[src/core/fse_params.svh]
/*
 * Named constants for the float status and exception control block.
 * Assumes it is included by bare name from the package and the core.
 */
`ifndef FSE_PARAMS_SVH
`define FSE_PARAMS_SVH
// Status word field positions.
`define FSE_B_ERR 15
`define FSE_B_GID 14
`define FSE_B_RSV_HI 13
`define FSE_B_RSV_LO 12
`define FSE_B_UV 11
`define FSE_B_UN 10
`define FSE_B_OV 9
`define FSE_B_CV 8
`define FSE_B_DBL 7
`define FSE_B_LONG 6
`define FSE_B_CHOP 5
`define FSE_B_MAINT 4
`define FSE_B_NEG 3
`define FSE_B_ZERO 2
`define FSE_B_VOVF 1
`define FSE_B_CARRY 0
// Exception codes.
`define FSE_EC_NONE 4'h0
`define FSE_EC_OPCODE 4'h2
`define FSE_EC_DIVZ 4'h4
`define FSE_EC_CONV 4'h6
`define FSE_EC_OVF 4'h8
`define FSE_EC_UNF 4'ha
`define FSE_EC_UNDEF 4'hc
`define FSE_EC_MAINT 4'he
// Widths, limits and reset values.
`define FSE_W_EXP 10
`define FSE_W_FRAC 55
`define FSE_W_SGL_LOW 32
`define FSE_INT_SHORT 6'h10
`define FSE_INT_LONG 6'h20
`define FSE_MODE_AC 3'h0
`define FSE_ST_RESET 16'h0000
`define FSE_ADDR_RESET 16'h0000
`endif

[src/core/fse_pkg.sv]
/*
 * Types shared by the float status and exception control block.
 * Assumes the constants header sits beside it.
 */
`include "fse_params.svh"
package fse_pkg;
  typedef logic [15:0] fse_word_t;
  typedef logic [3:0] fse_code_t;
  typedef logic [`FSE_W_EXP-1:0] fse_exp_t;
  typedef logic [`FSE_W_FRAC-1:0] fse_frac_t;
endpackage : fse_pkg

[src/core/fse_ctrl.sv]
/*
 * Float status word, mode control and exception decision logic.
 * Assumes the instruction sequencer presents one finished operation per
 * op_valid pulse, on the same clock, with its raw result and event flags.
 */
`timescale 1ns/10ps
`include "fse_params.svh"
module fse_ctrl import fse_pkg::*; #(
  parameter bit MAINT_IMPL = 1'b1
) (
  // Clock and reset.
  input wire logic clk,
  input wire logic rst_n,
  // Status load from the instruction stream.
  input wire logic load_status_instr,
  input wire fse_word_t load_status_data,
  input wire logic kernel_mode,
  // Finished operation.
  input wire logic op_valid,
  input wire logic [15:0] op_addr,
  input wire logic [2:0] op_src_mode,
  input wire logic op_uv_class,
  input wire logic op_uv_after,
  input wire logic op_minus_zero,
  input wire logic op_illegal,
  input wire logic op_div_zero,
  input wire logic op_maint_trap,
  input wire logic op_exp_overflow,
  input wire logic op_exp_underflow,
  input wire logic raw_sign,
  input wire fse_exp_t raw_exp,
  input wire fse_frac_t raw_frac,
  input wire logic raw_round_bit,
  // Conversion to integer.
  input wire logic op_convert,
  input wire logic [5:0] conv_bits_needed,
  input wire logic [31:0] conv_value,
  input wire logic conv_carry,
  // Status and exception registers.
  output fse_word_t float_status_word,
  output fse_code_t exception_code_reg,
  output logic [15:0] exception_address_reg,
  // Modes for the datapath.
  output logic double_precision_mode,
  output logic long_integer_mode,
  output logic chop_mode,
  output logic maintenance_mode,
  // Result and interrupt.
  output logic res_store,
  output logic res_sign,
  output logic [7:0] res_exp,
  output fse_frac_t res_frac,
  output logic int_store,
  output logic [31:0] int_result,
  output logic irq,
  output logic irq_before_exec
);

  // Status fields.
  logic err_q, gid_q, uv_en_q, un_en_q, ov_en_q, cv_en_q;
  logic dbl_q, long_q, chop_q, maint_q;
  logic neg_q, zero_q, vovf_q, carry_q;
  fse_code_t code_q;
  logic [15:0] addr_q;
  logic store_q, sign_q, istore_q, irq_q, before_q;
  logic [7:0] exp_q;
  fse_frac_t frac_q;
  logic [31:0] int_q;

  // Exception decision, all from the current operation.
  logic mem_opnd, uv_hit, uv_before, conv_fail, ov_hit, un_hit;
  logic cv_hit, mt_hit, hard_hit, exc_taken, abort;
  fse_code_t exc_code;
  assign mem_opnd = op_src_mode != `FSE_MODE_AC;
  assign uv_hit = op_valid & uv_en_q & op_uv_class & mem_opnd &
                  op_minus_zero;
  assign uv_before = uv_hit & ~op_uv_after;
  assign conv_fail = op_valid & op_convert &
    (conv_bits_needed > (long_q ? `FSE_INT_LONG : `FSE_INT_SHORT));
  assign ov_hit = op_valid & op_exp_overflow & ov_en_q;
  assign un_hit = op_valid & op_exp_underflow & un_en_q;
  assign cv_hit = conv_fail & cv_en_q;
  assign mt_hit = op_valid & op_maint_trap & maint_q;
  assign hard_hit = op_valid & (op_illegal | op_div_zero);
  assign exc_taken = hard_hit | uv_hit | ov_hit | un_hit | cv_hit | mt_hit;
  assign abort = op_valid & (op_illegal | op_div_zero | uv_before);

  // Priority follows the order in which the faults arise in execution.
  always_comb begin
    if (op_valid & op_illegal) begin
      exc_code = `FSE_EC_OPCODE;
    end else if (uv_before) begin
      exc_code = `FSE_EC_UNDEF;
    end else if (op_valid & op_div_zero) begin
      exc_code = `FSE_EC_DIVZ;
    end else if (cv_hit) begin
      exc_code = `FSE_EC_CONV;
    end else if (ov_hit) begin
      exc_code = `FSE_EC_OVF;
    end else if (un_hit) begin
      exc_code = `FSE_EC_UNF;
    end else if (uv_hit) begin
      exc_code = `FSE_EC_UNDEF;
    end else if (mt_hit) begin
      exc_code = `FSE_EC_MAINT;
    end else begin
      exc_code = `FSE_EC_NONE;
    end
  end

  // Rounding adds one at the guard position; a carry may bump the exponent.
  logic [`FSE_W_EXP+`FSE_W_FRAC-1:0] rnd_sum;
  fse_frac_t frac_m;
  logic st_sign, st_zero_force, st_zero;
  logic [7:0] st_exp;
  fse_frac_t st_frac;
  assign rnd_sum = {raw_exp, raw_frac} +
    {{(`FSE_W_EXP+`FSE_W_FRAC-1){1'b0}}, ~chop_q & raw_round_bit};
  // Single precision keeps only the upper fraction bits.
  assign frac_m = dbl_q ? rnd_sum[`FSE_W_FRAC-1:0] :
    {rnd_sum[`FSE_W_FRAC-1:`FSE_W_SGL_LOW],
     {`FSE_W_SGL_LOW{1'b0}}};
  assign st_zero_force = (op_exp_overflow & ~ov_en_q) |
                         (op_exp_underflow & ~un_en_q);
  assign st_exp = st_zero_force ? 8'h00 :
    rnd_sum[`FSE_W_FRAC+7:`FSE_W_FRAC];
  // A minus zero pattern without a trap becomes a clean zero.
  assign st_sign = ~st_zero_force & raw_sign &
                   ~((st_exp == 8'h00) & ~exc_taken);
  assign st_frac = (st_zero_force | ((st_exp == 8'h00) & ~exc_taken)) ?
    '0 : frac_m;
  assign st_zero = st_exp == 8'h00;

  logic [31:0] int_val;
  assign int_val = conv_fail ? 32'h0000_0000 :
    (long_q ? conv_value :
     {{16{conv_value[15]}}, conv_value[15:0]});

  // Sticky error flag: set wins over a simultaneous load.
  always_ff @(posedge clk or negedge rst_n) begin
    if (!rst_n) begin
      err_q <= 1'b0;
    end else if (exc_taken) begin
      err_q <= 1'b1;
    end else if (load_status_instr) begin
      err_q <= load_status_data[`FSE_B_ERR];
    end
  end

  // Mode and enable bits, written only by a status load.
  always_ff @(posedge clk or negedge rst_n) begin
    if (!rst_n) begin
      gid_q <= 1'b0;
      uv_en_q <= 1'b0;
      un_en_q <= 1'b0;
      ov_en_q <= 1'b0;
      cv_en_q <= 1'b0;
      dbl_q <= 1'b0;
      long_q <= 1'b0;
      chop_q <= 1'b0;
    end else if (load_status_instr) begin
      gid_q <= load_status_data[`FSE_B_GID];
      uv_en_q <= load_status_data[`FSE_B_UV];
      un_en_q <= load_status_data[`FSE_B_UN];
      ov_en_q <= load_status_data[`FSE_B_OV];
      cv_en_q <= load_status_data[`FSE_B_CV];
      dbl_q <= load_status_data[`FSE_B_DBL];
      long_q <= load_status_data[`FSE_B_LONG];
      chop_q <= load_status_data[`FSE_B_CHOP];
    end
  end

  // Maintenance bit; outside kernel mode a load leaves it alone.
  always_ff @(posedge clk or negedge rst_n) begin
    if (!rst_n) begin
      maint_q <= 1'b0;
    end else if (load_status_instr & kernel_mode & MAINT_IMPL) begin
      maint_q <= load_status_data[`FSE_B_MAINT];
    end
  end

  // Condition codes; an aborted operation leaves them as they were.
  always_ff @(posedge clk or negedge rst_n) begin
    if (!rst_n) begin
      neg_q <= 1'b0;
      zero_q <= 1'b0;
      vovf_q <= 1'b0;
      carry_q <= 1'b0;
    end else if (op_valid & ~abort) begin
      neg_q <= op_convert ? int_val[31] : st_sign;
      zero_q <= op_convert ? (int_val == 32'h0000_0000) : st_zero;
      vovf_q <= op_exp_overflow;
      carry_q <= op_convert & conv_carry;
    end else if (load_status_instr) begin
      neg_q <= load_status_data[`FSE_B_NEG];
      zero_q <= load_status_data[`FSE_B_ZERO];
      vovf_q <= load_status_data[`FSE_B_VOVF];
      carry_q <= load_status_data[`FSE_B_CARRY];
    end
  end

  // Exception code and address hold until the next taken exception.
  always_ff @(posedge clk or negedge rst_n) begin
    if (!rst_n) begin
      code_q <= `FSE_EC_NONE;
      addr_q <= `FSE_ADDR_RESET;
    end else if (exc_taken) begin
      code_q <= exc_code;
      addr_q <= op_addr;
    end
  end

  // Result strobes and interrupt, one cycle after the operation.
  always_ff @(posedge clk or negedge rst_n) begin
    if (!rst_n) begin
      store_q <= 1'b0;
      sign_q <= 1'b0;
      exp_q <= 8'h00;
      frac_q <= '0;
      istore_q <= 1'b0;
      int_q <= 32'h0000_0000;
      irq_q <= 1'b0;
      before_q <= 1'b0;
    end else begin
      store_q <= op_valid & ~abort & ~op_convert;
      sign_q <= st_sign;
      exp_q <= st_exp;
      frac_q <= st_frac;
      istore_q <= op_valid & ~abort & op_convert;
      int_q <= int_val;
      irq_q <= exc_taken & ~gid_q;
      before_q <= exc_taken & ~gid_q & abort;
    end
  end

  // Reserved bits read back as zero.
  assign float_status_word = {err_q, gid_q, 2'b00, uv_en_q, un_en_q,
    ov_en_q, cv_en_q, dbl_q, long_q, chop_q, maint_q,
    neg_q, zero_q, vovf_q, carry_q};
  assign exception_code_reg = code_q;
  assign exception_address_reg = addr_q;
  assign double_precision_mode = dbl_q;
  assign long_integer_mode = long_q;
  assign chop_mode = chop_q;
  assign maintenance_mode = maint_q;
  assign res_store = store_q;
  assign res_sign = sign_q;
  assign res_exp = exp_q;
  assign res_frac = frac_q;
  assign int_store = istore_q;
  assign int_result = int_q;
  assign irq = irq_q;
  assign irq_before_exec = before_q;

  // Checks on the exception and status behaviour.
  a_err_sets: assert property (@(posedge clk) disable iff (!rst_n)
    exc_taken |=> err_q) else $error("error flag not set");
  a_err_holds: assert property (@(posedge clk) disable iff (!rst_n)
    $fell(err_q) |-> $past(load_status_instr))
    else $error("error flag cleared without load");
  a_gid_mutes: assert property (@(posedge clk) disable iff (!rst_n)
    gid_q & exc_taken |=> !irq_q) else $error("irq despite disable");
  a_rsv_zero: assert property (@(posedge clk) disable iff (!rst_n)
    float_status_word[13:12] == 2'b00)
    else $error("reserved bits nonzero");
  a_uv_ac_quiet: assert property (@(posedge clk) disable iff (!rst_n)
    op_valid & (op_src_mode == 3'h0) & op_minus_zero & !op_illegal &
    !op_div_zero & !op_exp_overflow & !op_exp_underflow & !op_maint_trap &
    !op_convert |=> !irq_q) else $error("accumulator minus zero trap");
  a_uv_traps: assert property (@(posedge clk) disable iff (!rst_n)
    op_valid & uv_en_q & !gid_q & op_uv_class & (op_src_mode != 3'h0) &
    op_minus_zero & !op_uv_after |=> irq_q & before_q & !store_q)
    else $error("undefined variable not trapped");
  a_no_mzero: assert property (@(posedge clk) disable iff (!rst_n)
    store_q & sign_q & (exp_q == 8'h00) |-> irq_q | gid_q | $past(gid_q))
    else $error("minus zero stored silently");
  a_ovf_zero: assert property (@(posedge clk) disable iff (!rst_n)
    op_valid & op_exp_overflow & !ov_en_q & !abort & !op_convert
    |=> store_q & (exp_q == 8'h00) & (frac_q == '0) & !sign_q)
    else $error("disabled overflow not zero");
  a_unf_zero: assert property (@(posedge clk) disable iff (!rst_n)
    op_valid & op_exp_underflow & !un_en_q & !abort & !op_convert
    |=> store_q & (exp_q == 8'h00) & (frac_q == '0))
    else $error("disabled underflow not zero");
  a_conv_zero: assert property (@(posedge clk) disable iff (!rst_n)
    conv_fail & !abort |=> istore_q & (int_q == 32'h0000_0000) &
    (irq_q == ($past(cv_en_q) & !$past(gid_q))))
    else $error("failed conversion result");
  a_code_stable: assert property (@(posedge clk) disable iff (!rst_n)
    !exc_taken |=> $stable(code_q) && $stable(addr_q))
    else $error("exception code moved");
  a_maint_user: assert property (@(posedge clk) disable iff (!rst_n)
    load_status_instr & !kernel_mode |=> $stable(maint_q))
    else $error("maintenance set outside kernel");
  c_taken_irq: cover property (@(posedge clk) disable iff (!rst_n)
    exc_taken ##1 irq_q);
  c_div_zero: cover property (@(posedge clk) disable iff (!rst_n)
    op_valid & op_div_zero & gid_q);
  c_load_clear: cover property (@(posedge clk) disable iff (!rst_n)
    err_q ##1 load_status_instr ##1 !err_q);
  c_conv_fail: cover property (@(posedge clk) disable iff (!rst_n)
    conv_fail & long_q);

endmodule : fse_ctrl

[config.mk]
export PLATFORM = sky130hd
export DESIGN_NAME = fse_ctrl
export DESIGN_NICKNAME = d
export VERILOG_FILES = /design/src/core/fse_pkg.sv /design/src/core/fse_ctrl.sv
export VERILOG_INCLUDE_DIRS = /design/src /design/src/core
export SDC_FILE = /design/constraint.sdc
export NUM_CORES = 1
export LEC_CHECK = 0
export BUFFER_PORTS_ARGS = -buffer_cell sky130_fd_sc_hd__buf_4
export CORE_ASPECT_RATIO = 2
export CORE_MARGIN = 2
export CORE_UTILIZATION = 38
export DETAILED_ROUTE_END_ITERATION = 12
export PLACE_DENSITY = 0.77
export SYNTH_ARGS = -nofsm -noshare
export SYNTH_HDL_FRONTEND = slang
export SYNTH_SLANG_ARGS = --single-unit
[constraint.sdc]
create_clock -name clk -period 8.43 [get_ports clk]
set_clock_uncertainty 0.1 [all_clocks]
set_input_delay 0.843 -clock clk [delete_from_list [all_inputs] [get_ports clk]]
set_output_delay 0.843 -clock clk [all_outputs]
set_load 0.02 [all_outputs]
==> results.toml <==
[synth]
synthAdderAreaFrac = 0.00770
synth_area_um2 = 6500
synth_xor_area_frac = 0.0795
synth-compound-area-share = 0.0518
yosysWarnings = 0
synthesis.instances = 670
yosys_register_bits = 133
yosysSeqAreaShare = 0.512
synth_mux_area_frac = 0.0117
synthArstFlopShare = 1.00
ys.flop_type = "dfrtp_1"
synth_edf_count = 0
synth-simple-area-share = 0.282
syn_area_per_cell_um2 = 9.71
synth_cell_type_count = 51
synth_top_family_by_area = "simple AND/OR/NAND/NOR gates"

[floorplanning]
pin_count = 295
fp.dieW_um = 96.5
chipHeight_um = 189
dieArea_um2 = 18200
core.rowCount = 67
start_util = 0.388
core_um2 = 16800

[power]
seqPwrFrac = 0.382
pwr-share-comb = 0.217
p_int_mw = 1.36
power_density_nw_per_um2 = 205
p_sw_uw = 541
pwr-share-clk = 0.401
total_power_mw = 1.90
swShare = 0.285
ir_worst_vdd_mv = 0.138
power_leakage_nw = 4.39

[drt]
drt-wirelength-per-cell_um = 18.2
drtPass1Iterations = 5
drt_iter0_markers = 202
antenna_left = 0
vias_per_cell = 5.22
vias = 6036
wirelength_um = 21000
remaining_drc_errors = 0

[timing]
fin_crit_sh = 0.552
slew-limit-headroom = 0.405
hold_viol_final = 0
fmax_ghz = 0.215
tns_ns = 0
min_period_ns = 4.66
worstMarginPinSlew_ns = 0.890
setup_viol = 0
rsz0062_at_grt = "no"
slew_viol_final = 0

[worst_hold_path]
hold_class = "input port to async pin"

[grt]
antenna_found_initial = 0
grt_pass1_vias = 5969
grt_pass1_wl_um = 31100
grt_max_degree = 71
grt_use_total = 0.227
grt_overflow = 0

[cts]
clk_latency_ns = 0.41
ctsResizeCount = 0
cts_buffers = 17
cts_tree = "yes"
clkTransAtPathRegs_ns = 0.06
cts.path.max_buffers = 2
post_cts_buffers = 0
root_buffer = "clkbuf_16"
clkSinkCount = 133
cts_hold_buf = 0
htreeDepth = 4

[critical_path]
arrival_ns = 4.80
critPathKind = "register to register"
startpoint = "long_integer_mode"
critPathCaptureType = "register"
rr_endpoint = "res_frac[15]"
ff2ff_setup_slack_ns = 3.77
crit_fanout = 55
r2r_cells = 11
cp-start-kind = "register"
crit_required_ns = 8.57
rr_startpoint = "long_integer_mode"

[finish]
drive_gt1_frac = 0.377
largest_reg_flops = 55
final_common_cell = "buf_4"
nets = 1096
final_cell_mix = "291 x buf_4, 133 x dfrtp_1, 112 x nand2_1"
syn2layout_area_growth_pct = 42.8
instances_no_fill = 1157
diodes = 0

[status]
outcome = "completed"

[placement]
dp.cells = 1125
gp_congestion = 0.889
place_hpwl_um = 16100
io_buffers = 287

[job]
drv_cap = 0
==> critical path: stages (launching register included) <==
cell and delay (ns):
dfrtp_1 0.72, inv_1 0.23, ha_1 0.35, nor4b_1 0.32
a31oi_2 0.13, buf_4 0.26, nand2_1 0.13, nand3b_1 0.61
a2111oi_0 0.54, nor3b_4 0.31, buf_4 0.61, nor4_1 0.13
==> layer usage <==
| layer | wire length (um) | track usage | share of wire |
|---|---|---|---|
| met5 | 0 | 0 | 0 |
| met4 | 1030 | 0.119 | 0.049 |
| met1 | 6780 | 0.216 | 0.32 |
| met3 | 1410 | 0.0462 | 0.067 |
| met2 | 11800 | 0.431 | 0.56 |
==> worst max-delay path by stage <==
stage,to,depth (start not counted)
finish,res_frac[15],11
detailed placement,res_frac[22],13
global placement,res_frac[4],13
global route,res_frac[13],11
CTS,res_frac[15],11
floorplan,res_frac[38],13
==> through the flow <==
stage               worst slack, ns  area (um^2)  hold WS [ns]  utilization
floorplan                      4.93         6510         0.346            -
global placement               3.80         8680         0.352        0.518
detailed placement             3.78         8680         0.357        0.518
CTS                            3.77         9290         0.343        0.554
global route                   3.46         9290         0.369        0.554
finish                         3.77         9290         0.323        0.554
==> cells in the mapped netlist (all sizes together), types with 16 or more instances <==
cell	number	area share
xor2	22	0.030
xnor2	37	0.050
clkbuf	21	0.012
buf	25	0.033
nand2	112	0.065
a21oi	24	0.020
nor2	52	0.030
inv	16	0.0092
nor2b	19	0.018
dfrtp	133	0.51
nand3	36	0.028
nand4	27	0.027
nor4	36	0.037
nor3	41	0.049
==> cell type report <==
type                            count  area (um^2)
Fill cell                        1492         7480
Sequential cell                   133         3330
Multi-Input combinational cell    476         2840
Timing Repair Buffer              292         2200
Clock buffer                       23          478
Tap cell                          207          259
Clock inverter                      9          125
Inverter                           17         63.8
==> power groups by stage <==
stage / Clock (mW) / Sequential (mW) / Combinational, mW
after floorplan: 0 / 0.804 / 0.136
after global placement: 0 / 0.735 / 0.409
after detailed placement: 0 / 0.737 / 0.413
after CTS: 0.773 / 0.726 / 0.415
after global routing: 0.803 / 0.733 / 0.443
final: 0.762 / 0.726 / 0.412
==> cell families (layout without fill, tap and decap cells) <==
family | Yosys count | count (layout)
simple gates | 348 | 348
flops | 133 | 133
buf+inv | 63 | 341
xor+xnor | 59 | 59
compound gates | 55 | 55
mux | 7 | 7
fa+ha+maj | 4 | 4
other cells | 1 | 3
No activity file was read; power rests on OpenSTA's default activity.
